## src/hw/lpti_defines.svh

```systemverilog
// constants for the light and proximity threshold interrupt block
// assumes inclusion by both design files
`ifndef LPTI_DEFINES_SVH
`define LPTI_DEFINES_SVH
`define LPTI_ADDR_INT_CFG 8'h19
`define LPTI_ADDR_PERSIST 8'h1a
`define LPTI_ADDR_UP_LO 8'h1b
`define LPTI_ADDR_UP_HI 8'h1c
`define LPTI_ADDR_LOW_LO 8'h1d
`define LPTI_ADDR_LOW_HI 8'h1e
`define LPTI_ADDR_OFS_LO 8'h1f
`define LPTI_ADDR_OFS_HI 8'h20
`define LPTI_CFG_PROX_EN 0
`define LPTI_CFG_OUT_MODE 1
`define LPTI_CFG_AMB_EN 2
`define LPTI_CFG_RSVD 3
`define LPTI_CFG_SRC_LSB 4
`define LPTI_CFG_SRC_MSB 5
`define LPTI_PERSIST_AMB_MSB 7
`define LPTI_PERSIST_AMB_LSB 4
`define LPTI_PERSIST_PROX_MSB 3
`define LPTI_PERSIST_PROX_LSB 0
`define LPTI_HI_MSB 2
`define LPTI_RST_INT_CFG 8'h10
`define LPTI_RST_PERSIST 8'h00
`define LPTI_RST_UP_LO 8'hff
`define LPTI_RST_UP_HI 8'h07
`define LPTI_RST_LOW_LO 8'h00
`define LPTI_RST_LOW_HI 8'h00
`define LPTI_RST_OFS_LO 8'h00
`define LPTI_RST_OFS_HI 8'h00
`endif

```

## src/hw/lpti_pkg.sv

```systemverilog
// types shared by the threshold interrupt block
// assumes nothing beyond the defines header
package lpti_pkg;
  typedef logic [7:0] lpti_byte_t;
  typedef enum logic {LPTI_MODE_LATCHED, LPTI_MODE_LOGIC} lpti_out_mode_t;
endpackage

```

## src/hw/lpti_persist.sv

```systemverilog
// consecutive out-of-window counter for one channel
// assumes sample is a one-cycle pulse per finished measurement
`timescale 1ns/1ns
`include "lpti_defines.svh"
module lpti_persist
  import lpti_pkg::*;
#(
  parameter int CNT_WIDTH = 4
)
(
  input wire logic mclk,
  input wire logic resetn,
  input wire logic clkEn,
  input wire logic sample,
  input wire logic outside,
  input wire logic [CNT_WIDTH-1:0] limit,
  output logic fire
);
  logic [CNT_WIDTH-1:0] count;
  logic [CNT_WIDTH-1:0] next_count;

  // elaboration check on the counter width
  if (CNT_WIDTH < 1 || CNT_WIDTH > 8)
  begin
    $error("lpti_persist: CNT_WIDTH out of range");
  end

  // fire when this sample makes limit+1 or more in a row
  assign fire = sample && outside && (count >= limit);

  always_comb
  begin
    next_count = count;
    if (sample)
    begin
      if (!outside)
        next_count = '0;
      else if (count < limit)
        next_count = count + {{(CNT_WIDTH-1){1'b0}}, 1'b1};
    end
  end

  always_ff @(posedge mclk or negedge resetn)
  begin
    if (!resetn)
      count <= '0;
    else if (clkEn)
      count <= next_count;
  end
endmodule

```

## src/hw/lpti_top.sv

```systemverilog
// threshold interrupt logic of the light and proximity sensor
// assumes a register port decoded by the serial slave and measurement strobes
// Operation
// ambient interrupt reaches the pin only while ambient enable bit 2 is set
// latched mode: pin stays active after an event until status is read
// logic mode: pin updated after each measurement, held until the next
// interrupt only after programmed count of consecutive out-of-window values
// ambient persistence bits 7:4, count is field plus one
// proximity persistence bits 3:0, same encoding
// proximity condition when result above upper or below lower limit
// upper limit is 11 bits, resets to all ones, unused bits read zero
// lower limit is 11 bits, resets to zero
// crosstalk offset subtracted from raw value before storing result
// offset is 11 bits from low byte and bits 2:0 high, resets zero
// interrupt outputs are active low
// proximity interrupt gated by enable bit 0; in logic mode the pin follows proxLogic without bit 0
// status read clears latched flags and releases the pin; in logic mode the pin holds until the next measurement
// logic signal 0 below lower limit, 1 above upper, else held
// host keeps source field at 01 and reserved bit 3 at 0
// counters restart inside window; subtraction clamps at zero
`timescale 1ns/1ns
`include "lpti_defines.svh"
module lpti_top
  import lpti_pkg::*;
#(
  parameter int PROX_WIDTH = 11,
  parameter int PERSIST_WIDTH = 4
)
(
  input wire logic mclk,
  input wire logic resetn,
  input wire logic clkEn,
  input wire logic [7:0] regAddr,
  input wire logic [7:0] regWrData,
  input wire logic regWrite,
  input wire logic regRead,
  output logic [7:0] regRdData,
  input wire logic statusRead,
  input wire logic proxRawValid,
  input wire logic [PROX_WIDTH-1:0] proxRaw,
  input wire logic ambientValid,
  input wire logic ambientOutside,
  output logic proxResultValid,
  output logic [PROX_WIDTH-1:0] proxResult,
  output logic proxLogic,
  output logic ambientIntFlag,
  output logic proxIntFlag,
  output logic ambientIntN,
  output logic proxIntN,
  output logic intPinN
);
  lpti_byte_t intCfg, next_intCfg;
  lpti_byte_t persist, next_persist;
  lpti_byte_t upLo, next_upLo;
  lpti_byte_t upHi, next_upHi;
  lpti_byte_t lowLo, next_lowLo;
  lpti_byte_t lowHi, next_lowHi;
  lpti_byte_t ofsLo, next_ofsLo;
  lpti_byte_t ofsHi, next_ofsHi;
  lpti_byte_t next_regRdData;
  logic [PROX_WIDTH-1:0] upLimit, lowLimit, offset, corrected, next_proxResult;
  logic next_proxResultValid, next_proxLogic, next_ambFlag, next_proxFlag;
  logic next_ambientIntN, next_proxIntN, next_intPinN;
  logic proxOutside, proxFire, ambFire;
  lpti_out_mode_t outMode;

  // elaboration checks against the register layout
  if (PROX_WIDTH != 11)
  begin
    $error("lpti_top: PROX_WIDTH must be 11 to match the register layout");
  end
  if (PERSIST_WIDTH != 4)
  begin
    $error("lpti_top: PERSIST_WIDTH must be 4 to match the field layout");
  end

  // register map decode, unused high bits stored as zero, reserved bit 3 stored as written
  always_comb
  begin
    next_intCfg = intCfg;
    next_persist = persist;
    next_upLo = upLo;
    next_upHi = upHi;
    next_lowLo = lowLo;
    next_lowHi = lowHi;
    next_ofsLo = ofsLo;
    next_ofsHi = ofsHi;
    if (regWrite)
    begin
      unique case (regAddr)
        `LPTI_ADDR_INT_CFG: next_intCfg = {2'b00, regWrData[5:0]};
        `LPTI_ADDR_PERSIST: next_persist = regWrData;
        `LPTI_ADDR_UP_LO: next_upLo = regWrData;
        `LPTI_ADDR_UP_HI: next_upHi = {5'h00, regWrData[`LPTI_HI_MSB:0]};
        `LPTI_ADDR_LOW_LO: next_lowLo = regWrData;
        `LPTI_ADDR_LOW_HI: next_lowHi = {5'h00, regWrData[`LPTI_HI_MSB:0]};
        `LPTI_ADDR_OFS_LO: next_ofsLo = regWrData;
        `LPTI_ADDR_OFS_HI: next_ofsHi = {5'h00, regWrData[`LPTI_HI_MSB:0]};
        default: ;
      endcase
    end
    next_regRdData = regRdData;
    if (regRead)
    begin
      unique case (regAddr)
        `LPTI_ADDR_INT_CFG: next_regRdData = intCfg;
        `LPTI_ADDR_PERSIST: next_regRdData = persist;
        `LPTI_ADDR_UP_LO: next_regRdData = upLo;
        `LPTI_ADDR_UP_HI: next_regRdData = upHi;
        `LPTI_ADDR_LOW_LO: next_regRdData = lowLo;
        `LPTI_ADDR_LOW_HI: next_regRdData = lowHi;
        `LPTI_ADDR_OFS_LO: next_regRdData = ofsLo;
        `LPTI_ADDR_OFS_HI: next_regRdData = ofsHi;
        default: next_regRdData = 8'h00;
      endcase
    end
  end

  always_ff @(posedge mclk or negedge resetn)
  begin
    if (!resetn)
    begin
      intCfg <= `LPTI_RST_INT_CFG;
      persist <= `LPTI_RST_PERSIST;
      upLo <= `LPTI_RST_UP_LO;
      upHi <= `LPTI_RST_UP_HI;
      lowLo <= `LPTI_RST_LOW_LO;
      lowHi <= `LPTI_RST_LOW_HI;
      ofsLo <= `LPTI_RST_OFS_LO;
      ofsHi <= `LPTI_RST_OFS_HI;
      regRdData <= 8'h00;
    end
    else if (clkEn)
    begin
      intCfg <= next_intCfg;
      persist <= next_persist;
      upLo <= next_upLo;
      upHi <= next_upHi;
      lowLo <= next_lowLo;
      lowHi <= next_lowHi;
      ofsLo <= next_ofsLo;
      ofsHi <= next_ofsHi;
      regRdData <= next_regRdData;
    end
  end

  assign upLimit = {upHi[`LPTI_HI_MSB:0], upLo};
  assign lowLimit = {lowHi[`LPTI_HI_MSB:0], lowLo};
  assign offset = {ofsHi[`LPTI_HI_MSB:0], ofsLo};
  assign outMode = intCfg[`LPTI_CFG_OUT_MODE] ? LPTI_MODE_LOGIC : LPTI_MODE_LATCHED;

  // crosstalk removal with floor at zero
  assign corrected = (proxRaw > offset) ? (proxRaw - offset) : '0;
  assign proxOutside = (corrected > upLimit) || (corrected < lowLimit);

  lpti_persist #(
    .CNT_WIDTH(PERSIST_WIDTH)
  ) u_prox_persist (
    .mclk(mclk),
    .resetn(resetn),
    .clkEn(clkEn),
    .sample(proxRawValid),
    .outside(proxOutside),
    .limit(persist[`LPTI_PERSIST_PROX_MSB:`LPTI_PERSIST_PROX_LSB]),
    .fire(proxFire)
  );

  lpti_persist #(
    .CNT_WIDTH(PERSIST_WIDTH)
  ) u_amb_persist (
    .mclk(mclk),
    .resetn(resetn),
    .clkEn(clkEn),
    .sample(ambientValid),
    .outside(ambientOutside),
    .limit(persist[`LPTI_PERSIST_AMB_MSB:`LPTI_PERSIST_AMB_LSB]),
    .fire(ambFire)
  );

  always_comb
  begin
    next_proxResultValid = proxRawValid;
    next_proxResult = proxResult;
    next_proxLogic = proxLogic;
    if (proxRawValid)
    begin
      next_proxResult = corrected;
      if (corrected < lowLimit)
        next_proxLogic = 1'b0;
      else if (corrected > upLimit)
        next_proxLogic = 1'b1;
    end
    // a new event in the clearing cycle wins over the clear
    next_ambFlag = ambFire ? 1'b1 : (statusRead ? 1'b0 : ambientIntFlag);
    next_proxFlag = proxFire ? 1'b1 : (statusRead ? 1'b0 : proxIntFlag);
    next_ambientIntN = !(next_ambFlag && intCfg[`LPTI_CFG_AMB_EN]);
    next_proxIntN = !(next_proxFlag && intCfg[`LPTI_CFG_PROX_EN]);
    next_intPinN = intPinN;
    unique case (outMode)
      LPTI_MODE_LATCHED: next_intPinN = next_ambientIntN && next_proxIntN;
      LPTI_MODE_LOGIC:
      begin
        if (proxRawValid)
          next_intPinN = !next_proxLogic;
      end
    endcase
  end

  always_ff @(posedge mclk or negedge resetn)
  begin
    if (!resetn)
    begin
      proxResultValid <= 1'b0;
      proxResult <= '0;
      proxLogic <= 1'b0;
      ambientIntFlag <= 1'b0;
      proxIntFlag <= 1'b0;
      ambientIntN <= 1'b1;
      proxIntN <= 1'b1;
      intPinN <= 1'b1;
    end
    else if (clkEn)
    begin
      proxResultValid <= next_proxResultValid;
      proxResult <= next_proxResult;
      proxLogic <= next_proxLogic;
      ambientIntFlag <= next_ambFlag;
      proxIntFlag <= next_proxFlag;
      ambientIntN <= next_ambientIntN;
      proxIntN <= next_proxIntN;
      intPinN <= next_intPinN;
    end
  end
endmodule

```

## config.mk

```make
export PLATFORM = sky130hd
export DESIGN_NAME = lpti_top
export DESIGN_NICKNAME = d
export VERILOG_FILES = /design/src/hw/lpti_pkg.sv /design/src/hw/lpti_persist.sv /design/src/hw/lpti_top.sv
export VERILOG_INCLUDE_DIRS = /design/src /design/src/hw
export SDC_FILE = /design/constraint.sdc
export NUM_CORES = 1
export LEC_CHECK = 0
export ABC_AREA = 0
export BUFFER_PORTS_ARGS = -buffer_cell sky130_fd_sc_hd__buf_2
export CORE_UTILIZATION = 59
export CTS_CLUSTER_SIZE = 25
export DETAILED_ROUTE_END_ITERATION = 7
export GPL_TIMING_DRIVEN = 1
export PLACE_DENSITY = 0.88
export SETUP_SLACK_MARGIN = 0.5
export SLEW_MARGIN = 20
export SYNTH_ARGS = -nofsm -noshare
export SYNTH_HDL_FRONTEND = slang
export SYNTH_SLANG_ARGS = --single-unit
```

## constraint.sdc

```tcl
create_clock -name mclk -period 4.8 [get_ports mclk]
set_clock_uncertainty 0.05 [all_clocks]
set_input_delay 0.24 -clock mclk [delete_from_list [all_inputs] [get_ports mclk]]
set_output_delay 0.24 -clock mclk [all_outputs]
set_load 0.1 [all_outputs]
```

; Yosys cells after proc, flatten, opt, wreduce, memory -nomap -nowiden
; Cells that the tools add are included.
[totals]
ff_bits = 81
in_bits = 36
out_inout_bits = 26
elab_cells = 81
[op_classes]
n_addsub = 3
order_cmp = 7
n_eq_ne = 11
mux = 16
bitwise_logic = 1
reduce_logical = 24
[op_table]
columns = cell, n
row1 = $pmux W8 S8, 1
row2 = $eq A8 B5 Y1 const B, 7
row3 = $reduce_and A3 Y1, 10
row4 = $gt A11 B11 Y1, 2
row5 = $mux W4, 4
row6 = $lt A11 B11 Y1, 1
row7 = $mux W11, 1
row8 = $sub A11 B11 Y11, 1
row9 = $mux W1, 9
row10 = $add A4 B1 Y4 const B, 2
row11 = $eq A8 B6 Y1 const B, 1
row12 = $ge A4 B4 Y1, 2
row13 = $lt A4 B4 Y1, 2
row14 = $logic_and A1 B1 Y1, 7
row15 = $reduce_and A2 Y1, 3
row16 = $ne A2 B2 Y1 const B, 2
row17 = $logic_not A1 Y1, 3
row18 = $ne A2 B1 Y1 const B, 1
row19 = $pmux W1 S2, 1
row20 = $logic_or A1 B1 Y1, 1
row21 = $not A1 Y1, 1

; Longest topological paths before layout
; Gate-level depths: netlist of the first run.
[logic_depth]
word_depth = 11
ltp_mapped = 17
ltp_nobuf = 17

; Cells and area by module
; Synthesis of the first run repeated with hierarchy kept, for this count alone.
[unflattened]
hier_cells = 547
hier_area_um2 = 5200.0
[modules_own_cells]
columns = mod, n_inst, cells_each, area_each_um2, seq_area_each_um2
row1 = lpti_top, 1, 463, 4456.8, 1845.5
row2 = lpti_persist, 2, 42, 371.6, 100.1

; Worst setup path after synthesis of the first run
; Ideal clock, no wire load.
[synth_timing]
path_type = reg-to-reg
startpoint = register ofsLo[0]
endpoint = register u_prox_persist.count[1]
setup_time_ns = 0.122
t_arrival_ns = 3.624
required_ns = 4.628
slack_ns = 1.005
path_stages_with_launch = 16
n_path_buf = 0
period_less_slack_ns = 3.795
cell_sequence = dfrtp_1 -> ha_1 -> inv_1 -> fa_1 -> a21o_1 -> a21o_1 -> a221oi_1 -> xor2_1 -> nor2_1 -> ha_1 -> nand4_1 -> or3_1 -> or2_2 -> o211ai_2 -> nand3_1 -> a32o_1
[synth_via]
elab_chain_len = 6
word_cells_on_any_way = 9
classes_between = 1 x add/sub / 3 x order compare / 1 x eq/ne / 2 x mux / 2 x reduce/logical
[synth_lines]
columns = element, line
row1 = start: declaration, lpti_top.sv:58  ; lpti_byte_t ofsLo, next_ofsLo;
row2 = start signal: assignment, lpti_top.sv:129  ; ofsLo <= `LPTI_RST_OFS_LO;
row3 = start signal: assignment, lpti_top.sv:141  ; ofsLo <= next_ofsLo;
row4 = $sub A11 B11 Y11 / $gt A11 B11 Y1 (equally long branches), lpti_top.sv:153  ; assign corrected = (proxRaw > offset) ? (proxRaw - offset) : '0;
row5 = $mux W11 *, lpti_top.sv:153
row6 = net corrected[8], lpti_top.sv:61  ; logic [PROX_WIDTH-1:0] upLimit, lowLimit, offset, corrected, next_proxResult;
row7 = $gt A11 B11 Y1 / $lt A11 B11 Y1 (equally long branches), lpti_top.sv:154  ; assign proxOutside = (corrected > upLimit) || (corrected < lowLimit);
row8 = $logic_or A1 B1 Y1 *, lpti_top.sv:154
row9 = $ne A2 B2 Y1 (no line), -
row10 = $reduce_and A3 Y1 (no line), -
row11 = end signal: assignment, lpti_persist.sv:48  ; count <= next_count;
row12 = end: declaration, lpti_persist.sv:19  ; logic [CNT_WIDTH-1:0] count;
; The timed path passes the listed nets; every way through them passes the cells marked *.
; A chain may end at the register's enable or synchronous reset.

; Worst setup path after layout of the first run
; Ends and elaborated chain as after synthesis.

==> metrics, run 1 <==
most frequent cells after synthesis sky130_fd_sc_hd__dfrtp_1, sky130_fd_sc_hd__nand2_1, sky130_fd_sc_hd__inv_1; leading area contributor after synthesis sky130_fd_sc_hd__dfrtp_1; Min-Delay Endpoint ofsLo[6]; maximum buffer depth of the clock tree 2; average cell area after synthesis 9.722 µm²; Nets 672; largest net degree at the start of global routing 82; vias in the first global route 4129; post-placement setup slack 0.5647 ns; source of the worst hold timing path regWrData[6]; most frequently used cell type in the post-synthesis netlist sky130_fd_sc_hd__dfrtp_1; final cell count without fillers 703; number of inserted diodes 0; minimum clock period after layout 4.142 ns; Layout area overhead 11.76%; compound-cell area share of the yosys netlist 0.1756; die extent in y 95.89 µm; Synth Instances 535; detail-routed net length per standard cell 18.66 µm; DR vias 4377; ys async rst share 1.000; Max VDD drop 193.4 µV; worst hold path cell count 3; leakage power total 2.703 nW; antenna violations before repair 0; clock transition time at the flip-flop clock pins of the worst setup and hold paths 0.10 ns; initial core utilization 0.6205; Num CTS Buffers 9; Skew-Pair Late Insertion Delay 0.36 ns; share of the synthesized netlist area taken by xor and xnor gates 0.01684; most frequent cell on the critical path sky130_fd_sc_hd__a21o_1; die width 95.89 µm; slowest cell on the critical path sky130_fd_sc_hd__fa_1; final hold vios 0; slack of the worst reg-to-reg path 0.66 ns; signal arrival time at the worst endpoint 4.34 ns; share of synthesized area occupied by flip-flops and latches 0.3933; Clock Tree Root sky130_fd_sc_hd__clkbuf_8; fraction of the mapped netlist area in adder cells 0.1049; cells on worst reg2reg path 16; Cell Rows 33; maxcap violations 0; family of cells with the greatest summed delay on the critical path compound AO/OA/AOI/OAI gates; max incr delay on CP 0.40 ns; ordered cell list for the critical path ha_1 > inv_1 > fa_1 > a21o_1 > a21o_1 > a21o_1 > a21oi_1 > xor2_1 > nor2_1 > ha_1 > nand4_1 > or3_1 > or2_2 > o211ai_2 > nand2_1 > a32o_1; Max FO, Critical Path 3; WHS 0.1061 ns; number of clock sinks 81; syn nets 614; main combinational cell family by area after synthesis compound AO/OA/AOI/OAI gates; Final ANT Viol Nets 0; placement-stage cell area 0.005552 mm²; total power divided by cell area 323.9 mW/mm²; Critical Path Sink Type flop; aggregate global routing overflow 0; multiplexer area fraction after synthesis 0.1003; type of the worst setup path reg -> reg; synthesis warning total 0; Tightest Pin Transition 0.8428 ns; DR DRC count 0; final count of negative-setup-slack endpoints 0; Design Power 1.883 mW; DR iter-0 viols 368; Synth Cell Area 0.005201 mm²; fraction of the mapped netlist area in simple logic gates 0.1544; Tot GR Track Use 0.2999; Synth Flop Type sky130_fd_sc_hd__dfrtp_1; distinct cell type count after synthesis 68; cell total after placement 685; CP Buf/Inv Count 1; result of the run finished clean; RSZ-0062 raised after global routing false; total negative slack for setup checks 0 ns; HPWL after detailed placement 10200 µm; Synth Register Bits 81; clock tree from TritonCTS yes; Hold/Removal Path Class in -> reg; gpl congestion 0.9212; fin. max-slew vios 0; biggest area contributors in the synthesized netlist sky130_fd_sc_hd__dfrtp_1, sky130_fd_sc_hd__ha_1, sky130_fd_sc_hd__mux2_2; Total Routed Length 13120 µm; top-area cell type share of the netlist area 0.3175; Required @ worst endpoint 5.00 ns; Max-slew headroom 0.4351; total iterations of the first detailed-routing run 5; H-tree depth reported by CTS 3; I/O pin count 62; Critical R2R Capture u_prox_persist.count[1]; Critical Path Source Type flop; count of flip-flops with a built-in enable after synthesis 0; launch point of the worst reg-to-reg path ofsLo[0]; fraction of the cycle the final worst path needs 0.8630; maximum clock frequency 241.4 MHz; post-route cell area 0.005813 mm²; share of layout cells above drive strength 1 0.2559; die area 0.009195 mm²; fin util 0.6935; global-route wire length before repair 20540 µm; Avg Vias per Cell 6.226; final setup margin 0.6578 ns; Placeable Area 0.008382 mm²; port bufs 61
==> worst max-delay path by stage <==
| stage | cells after the start | startpoint | endpoint | slack (ns) |
|---|---|---|---|---|
| floorplan | 15 | ofsLo[0] | u_prox_persist.count[1] | 1.00 |
| detailed placement | 17 | proxRaw[0] | u_prox_persist.count[1] | 0.56 |
| global placement | 17 | proxRaw[0] | u_prox_persist.count[1] | 0.71 |
| finish | 16 | ofsLo[0] | u_prox_persist.count[1] | 0.66 |
| global route | 16 | ofsLo[0] | proxIntFlag | 0.50 |
| CTS | 15 | ofsLo[0] | u_prox_persist.count[1] | 0.57 |
==> state kept, by name (all words and copies together) (netlist names), 4 cells and up <==
name	cells
intCfg	6
lowLo	8
ofsLo	8
persist	8
proxResult	11
regRdData	8
u_amb_persist.count	4
u_prox_persist.count	4
upLo	8
==> where the power goes <==
part / internal (mW) / leakage (nW) / total, mW / switching, mW
sequential: 0.735 / 0.983 / 0.773 / 0.0374
clock: 0.252 / 0.104 / 0.535 / 0.283
combinational: 0.172 / 1.62 / 0.576 / 0.404
total: 1.16 / 2.70 / 1.88 / 0.724
==> repair_timing <==
item                                    in CTS  in global routing
setup buffers                                0                  1
endpoints found under the setup margin       0                  8
gates resized for setup                      0                  4
hold endpoints to repair                     0                 66
hold buffers                                 0                  1
==> layout by cell type, fill, tap and decap left out, types with 7 or more instances in the layout <==
cell,netlist,routed
sky130_fd_sc_hd__inv_1,52,52
sky130_fd_sc_hd__nor2_1,27,27
sky130_fd_sc_hd__a21o_1,10,10
sky130_fd_sc_hd__xnor2_1,7,7
sky130_fd_sc_hd__nand2b_1,7,7
sky130_fd_sc_hd__mux2_2,37,37
sky130_fd_sc_hd__a211oi_1,9,9
sky130_fd_sc_hd__dfrtp_1,66,66
sky130_fd_sc_hd__buf_2,2,60
sky130_fd_sc_hd__nor2b_1,7,7
sky130_fd_sc_hd__nand4_1,8,8
sky130_fd_sc_hd__nand3_1,9,8
sky130_fd_sc_hd__o31ai_1,9,9
sky130_fd_sc_hd__a21oi_1,12,12
sky130_fd_sc_hd__nand2_1,61,61
sky130_fd_sc_hd__dfstp_2,15,15
sky130_fd_sc_hd__o21ai_0,43,43
sky130_fd_sc_hd__clkbuf_8,0,9
sky130_fd_sc_hd__ha_1,42,42
==> kinds of logic (layout without fill, tap and decap cells) <==
group           count (synthesis)  in the layout
mux                            45             45
compound gates                130            130
flops                          81             81
fa+ha+maj                      43             43
simple gates                  158            158
xor+xnor                       10             10
buf+inv                        68            131
==> per-layer routing <==
metal	track usage	part of all wire	vias to the layer above
met4	0.1716	0.046	0
li1	-	-	2039
met2	0.4560	0.46	162
met1	0.4062	0.44	2137
met5	0	0	-
met3	0.04897	0.057	39
==> area by class of cell <==
class                           instances  area, µm²
Multi-Input combinational cell        386       2902
Fill cell                             661       2569
Clock inverter                          7      86.33
Sequential cell                        81       2046
Inverter                               52      195.2
Clock buffer                            9      123.9
Timing Repair Buffer                   63      329.1
Tap cell                              105      131.4
==> tightest hold or removal path: stages <==
cell	delay, ns
sky130_fd_sc_hd__buf_2	0.13
sky130_fd_sc_hd__nand2_1	0.05
sky130_fd_sc_hd__o21ai_0	0.06
Note: power is estimated with default switching activity, not from simulation.
==> run 2: changes to the inputs <==
- BUFFER_PORTS_ARGS: -buffer_cell sky130_fd_sc_hd__buf_2 -> unset
- CORE_UTILIZATION: 59 -> 64
- DONT_BUFFER_PORTS: unset -> 1
- PLACE_DENSITY: 0.88 -> 0.87
==> run 2 against run 1 <==
  * Fmax grew 1.7%
  * Final cell count fell by 7.5%
  * First-iteration DRC count decreased by 24%
  * Combinational power shrank 37%
  * Critical path depth is 2 lower
  * Setup slack improved by 0.071 ns
==> metrics, run 2 (synthesis results as in run 1) <==
fin util 0.7154; vias in the first global route 4281; H-tree depth reported by CTS 3; slowest cell on the critical path sky130_fd_sc_hd__a311o_1; total power divided by cell area 320.4 mW/mm²; DR vias 4237; flip-flop count of the largest register after layout 11; type of the worst setup path reg -> reg; minimum clock period after layout 4.071 ns; final hold vios 0; die width 92.15 µm; total negative slack for setup checks 0 ns; Clock Tree Root sky130_fd_sc_hd__clkbuf_8; Avg Vias per Cell 6.518; clock tree from TritonCTS yes; die extent in y 92.15 µm; Placeable Area 0.007807 mm²; commonest non-fill, non-tap cell in the layout sky130_fd_sc_hd__dfrtp_1; signal arrival time at the worst endpoint 4.27 ns; number of clock sinks 81; share of layout cells above drive strength 1 0.1682; gpl congestion 0.9280; Num CTS Buffers 9; global-route wire length before repair 21380 µm; DR DRC count 0; maximum clock frequency 245.6 MHz; source of the worst hold timing path ambientOutside; Max FO, Critical Path 17; Total Routed Length 13350 µm; Layout area overhead 7.385%; Critical Path Source Type flop; final setup margin 0.7288 ns; initial core utilization 0.6662; cells on worst reg2reg path 14; max incr delay on CP 0.45 ns; port bufs 0; ordered cell list for the critical path inv_1 > ha_1 > nor2b_2 > o2111ai_2 > a311o_1 > a21o_4 > nor3b_2 > ha_1 > nand4_1 > or3_1 > or2_2 > o211ai_2 > nand3_1 > a32o_1; RSZ-0062 raised after global routing false; Cell Rows 32; DR iter-0 viols 281; most frequent cell on the critical path sky130_fd_sc_hd__ha_1; Max VDD drop 138.3 µV; aggregate global routing overflow 0; final count of negative-setup-slack endpoints 0; slack of the worst reg-to-reg path 0.73 ns; Skew-Pair Late Insertion Delay 0.36 ns; worst hold path cell count 2; Required @ worst endpoint 5.00 ns; Nets 621; maxcap violations 0; launch point of the worst reg-to-reg path ofsLo[1]; Tot GR Track Use 0.3287; commonest cells after routing, fill and taps aside sky130_fd_sc_hd__dfrtp_1, sky130_fd_sc_hd__nand2_1, sky130_fd_sc_hd__inv_1; leakage power total 2.473 nW; fin. max-slew vios 0; Min-Delay Endpoint u_amb_persist.count[2]; Tightest Pin Transition 0.9384 ns; Critical R2R Capture u_prox_persist.count[1]; maximum buffer depth of the clock tree 2; Critical Path Sink Type flop; largest net degree at the start of global routing 82; die area 0.008492 mm²; antenna violations before repair 1; total iterations of the first detailed-routing run 5; top register by number of flip-flops proxResult; detail-routed net length per standard cell 20.54 µm; clock transition time at the flip-flop clock pins of the worst setup and hold paths 0.10 ns; Final ANT Viol Nets 0; result of the run finished clean; Max-slew headroom 0.3744; I/O pin count 62; post-placement setup slack 0.6756 ns; fraction of the cycle the final worst path needs 0.8482; HPWL after detailed placement 10020 µm; Hold/Removal Path Class in -> reg
## run 2: through the flow
stage	hold slack, ns	power, mW	area, µm²	instances
floorplan	-0.1056	1.207	5201	535
global placement	-0.1035	1.266	5240	621
detailed placement	-0.1037	1.280	5240	621
CTS	0.003988	1.781	5564	649
global route	0.01212	1.860	5585	650
finish	0.008730	1.790	5585	650
## run 2: per-layer routing
metal	wire length [µm]	global-route usage	vias up
met5	0	0	-
met4	361	0.1302	0
met3	1051	0.07546	23
met2	6364	0.5354	171
met1	5572	0.4241	2099
li1	-	-	1944
## run 2: how the worst max path moves through the flow
stage              from                 endpoint  depth (start not counted)
2_1_floorplan  ofsLo[0]  u_prox_persist.count[1]                         15
6_report       ofsLo[1]  u_prox_persist.count[1]                         14
3_5_place_dp   ofsLo[0]  u_prox_persist.count[1]                         15
5_1_grt        ofsLo[0]  u_prox_persist.count[1]                         16
4_1_cts        ofsLo[0]  u_prox_persist.count[1]                         15
3_3_place_gp   ofsLo[0]  u_prox_persist.count[1]                         15
## run 2: cell type report
type	instances	area, µm²
Sequential cell	81	2046
Multi-Input combinational cell	386	2890
Antenna cell	1	2.502
Timing Repair Buffer	12	137.6
Tap cell	102	127.6
Inverter	52	195.2
Clock inverter	6	48.80
Fill cell	571	2222
Clock buffer	10	137.6
## run 2: worst max-delay path: cells and delay by family (launching register included)
kind / cells / cell delay (ns)
adder cells (fa/ha/maj): 2 / 0.52
flip-flops: 1 / 0.35
AO/OA/AOI/OAI: 5 / 1.41
AND/OR/NAND/NOR: 6 / 1.53
buffers and inverters: 1 / 0.10
## run 2: power by group
group          internal [mW]  switching (mW)  leakage, nW
sequential             0.732           0.212        0.983
combinational          0.153           0.212         1.40
clock                  0.207           0.274       0.0859
total                   1.09           0.698         2.47
## run 2: timing repair
action	4_1_cts	5_1_grt
setup endpoints to repair	0	8
setup buffers	0	0
hold buffers	12	0
resized for setup	0	3
endpoints found under the hold margin	135	0
==> run 3: changes to the inputs <==
- ABC_AREA: 0 -> 1
- clock period: 4.8 -> 4.2 ns (I/O delays scaled with it)
==> run 3 against run 2 <==
  * Routed wire length decreased by 9.6%
  * Clock-buffer cell count is 2 higher
  * Sequential share of layout area is 2.7 points higher
  * Critical path depth is 8 higher
  * Register-to-register slack improved by 0.03 ns
  * Fmax increased by 18%
  * Final cell count up 12%
  * First-iteration DRC count rose by 1.4%
  * Setup slack improved by 0.026 ns
  * Largest cell class unchanged
  * Largest power group unchanged
==> metrics, run 3 <==
Synth Register Bits 81; final cell count without fillers 728; commonest non-fill, non-tap cell in the layout sky130_fd_sc_hd__nand2_1; most frequently used cell type in the post-synthesis netlist sky130_fd_sc_hd__nand2_1; fraction of the cycle the final worst path needs 0.8203; Tot GR Track Use 0.3218; Max FO, Critical Path 6; Tightest Pin Transition 0.9519 ns; Max VDD drop 219.3 µV; Synth Flop Type sky130_fd_sc_hd__dfrtp_1; max incr delay on CP 0.39 ns; Critical Path Source Type flop; total iterations of the first detailed-routing run 7; Layout area overhead 6.843%; DR DRC count 0; most frequent cells after synthesis sky130_fd_sc_hd__nand2_1, sky130_fd_sc_hd__inv_1, sky130_fd_sc_hd__o21ai_0; Logic pwr share 0.176; net switching power of the design 750.4 µW; die width 89.17 µm; slowest cell on the critical path sky130_fd_sc_hd__nor3b_2; Avg Vias per Cell 5.859; launch point of the worst reg-to-reg path ofsLo[6]; slack of the worst reg-to-reg path 0.75 ns; top register by number of flip-flops proxResult; maximum buffer depth of the clock tree 2; minimum clock period after layout 3.445 ns; HPWL after detailed placement 9078 µm; Cell Rows 31; clock network fraction of total power 0.291; placement-stage cell area 0.004930 mm²; Final ANT Viol Nets 0; post-CTS repair timing setup buffer count 0; clock tree from TritonCTS yes; aggregate global routing overflow 0; leading area contributor after synthesis sky130_fd_sc_hd__dfrtp_1; family of cells with the greatest summed delay on the critical path simple AND/OR/NAND/NOR gates; gpl congestion 0.9156; Max-slew headroom 0.3654; final hold vios 0; source of the worst hold timing path clkEn; clock transition time at the flip-flop clock pins of the worst setup and hold paths 0.08 ns; port bufs 0; number of inserted diodes 0; maxcap violations 0; die area 0.007951 mm²; RSZ-0062 raised after global routing false; Total Routed Length 12070 µm; total power divided by cell area 386.6 mW/mm²; DR vias 4265; cell-internal power 1.258 mW; die extent in y 89.17 µm; vias in the first global route 4009; Placeable Area 0.007292 mm²; Synth Cell Area 0.004863 mm²; global-route wire length before repair 18840 µm; most frequent cell on the critical path sky130_fd_sc_hd__nand2_1; syn nets 697; signal arrival time at the worst endpoint 3.69 ns; Skew-Pair Late Insertion Delay 0.36 ns; DR iter-0 viols 285; biggest area contributors in the synthesized netlist sky130_fd_sc_hd__dfrtp_1, sky130_fd_sc_hd__nand2_1, sky130_fd_sc_hd__ha_1; WHS 0.008670 ns; antenna violations before repair 0; Required @ worst endpoint 4.44 ns; I/O pin count 62; count of flip-flops with a built-in enable after synthesis 0; Design Power 2.009 mW; Clock Tree Root sky130_fd_sc_hd__clkbuf_8; post-route cell area 0.005196 mm²; cell total after placement 708; footprint of the flip-flops and latches 0.002046 mm²; CP Buf/Inv Count 2; type of the worst setup path reg -> reg; Critical R2R Capture intPinN; detail-routed net length per standard cell 16.58 µm; worst hold path cell count 3; result of the run finished clean; Num CTS Buffers 9; final count of negative-setup-slack endpoints 0; number of clock sinks 81; Min-Delay Endpoint proxResultValid; commonest cells after routing, fill and taps aside sky130_fd_sc_hd__nand2_1, sky130_fd_sc_hd__inv_1, sky130_fd_sc_hd__o21ai_0; ordered cell list for the critical path inv_1 > ha_1 > nand2_1 > inv_1 > nand2_1 > nand2_1 > nand2_1 > nand3_2 > nand2_1 > nor3b_2 > ha_1 > a21o_1 > a221oi_1 > nor2_1 > nor2_1 > nand2_2 > nand2_2 > nand2_2 > nand2_2 > nand2_1 > nand2_1 > a21oi_2; fin. max-slew vios 0; share of synthesized area occupied by flip-flops and latches 0.4206; average cell area after synthesis 7.870 µm²; flip-flop count of the largest register after layout 11; total negative slack for setup checks 0 ns; Synth Instances 618; fraction of power consumed by sequential logic 0.533; cells on worst reg2reg path 22; initial core utilization 0.6670; Nets 703; count of fill cells added during filler insertion 611; share of layout cells above drive strength 1 0.08426; synthesis warning total 0; leakage power total 2.506 nW; maximum clock frequency 290.3 MHz; top-area cell type share of the netlist area 0.3396; ys async rst share 1.000; fraction of power spent switching nets 0.3736; largest net degree at the start of global routing 82; distinct cell type count after synthesis 38; Critical Path Sink Type flop; Hold/Removal Path Class in -> reg; footprint of the multi-input gates 0.002424 mm²; H-tree depth reported by CTS 3
-- run 3: cell count changes in the layout (fill, tap and decap cells not counted), moves of 8 or more --
cell and change:
sky130_fd_sc_hd__o31ai_1 -9, sky130_fd_sc_hd__mux2_2 -37, sky130_fd_sc_hd__nand3_1 +8, sky130_fd_sc_hd__a21o_1 -9
sky130_fd_sc_hd__dlygate4sd3_1 -8, sky130_fd_sc_hd__a21oi_1 +15, sky130_fd_sc_hd__a211oi_1 -8, sky130_fd_sc_hd__inv_1 +38
sky130_fd_sc_hd__o21ai_0 +27, sky130_fd_sc_hd__o22ai_1 +8, sky130_fd_sc_hd__nand2_1 +123, sky130_fd_sc_hd__nand2_2 +8
-- run 3: per-layer routing --
| layer | share of wire | global-route usage | wire length [µm] | vias to the layer above |
|---|---|---|---|---|
| li1 | - | - | - | 2038 |
| met3 | 0.080 | 0.05910 | 969 | 24 |
| met4 | 0.025 | 0.1429 | 301 | 0 |
| met1 | 0.43 | 0.4269 | 5162 | 1997 |
| met2 | 0.47 | 0.5184 | 5634 | 206 |
| met5 | 0 | 0 | 0 | - |
-- run 3: worst reg2reg max path, delay by kind of cell, from the launching register on --
| kind | cells | cell delay (ns) |
|---|---|---|
| simple gates | 15 | 1.60 |
| fa+ha+maj | 2 | 0.69 |
| flops | 1 | 0.38 |
| compound gates | 3 | 0.50 |
| buf+inv | 2 | 0.19 |
-- run 3: worst max-delay path by stage --
stage / end / from / cells after the start / slack, ns
after floorplan: intPinN / ofsLo[0] / 23 / 1.26
after global placement: intPinN / ofsLo[6] / 22 / 0.65
after detailed placement: intPinN / ofsLo[6] / 22 / 0.64
after CTS: intPinN / ofsLo[6] / 22 / 0.61
after global routing: intPinN / ofsLo[6] / 25 / 0.52
final: intPinN / ofsLo[6] / 22 / 0.75
-- run 3: cell families after synthesis --
group,count (synthesis),share of synthesized area
adders and majority gates,43,0.1122
DFF,81,0.4206
and+or+nand+nor,254,0.2197
AOI/OAI and AO/OA,133,0.1549
buffers and inverters,102,0.08361
xor gates and xnor gates,5,0.009006
-- run 3: power by group through the flow --
stage | sequential [mW] | combinational (mW) | clock [mW]
after detailed placement | 1.09 | 0.326 | 0
after global routing | 1.08 | 0.407 | 0.612
after CTS | 1.07 | 0.349 | 0.584
after global placement | 1.08 | 0.307 | 0
after floorplan | 1.07 | 0.257 | 0
final | 1.07 | 0.353 | 0.585
-- run 3: stage by stage --
stage | util | setup slack [ns]
global placement | 0.6760 | 0.6476
floorplan | - | 1.262
finish | 0.7126 | 0.7548
global route | 0.7126 | 0.5229
detailed placement | 0.6760 | 0.6366
CTS | 0.7109 | 0.6150
-- run 3: final cells by class --
class	instances	area share
timing repair buffer	4	0.01108
sequential	81	0.3937
inverter	93	0.06718
multi-input combinational	435	0.4664
clock inverter	4	0.009872
tap	99	0.02384
clock buffer	12	0.02793
-- run 3: what timing repair did --
item	CTS	global route
endpoints found under the setup margin	0	8
resized for setup	0	4
hold buffers	4	0
hold endpoints to repair	88	0
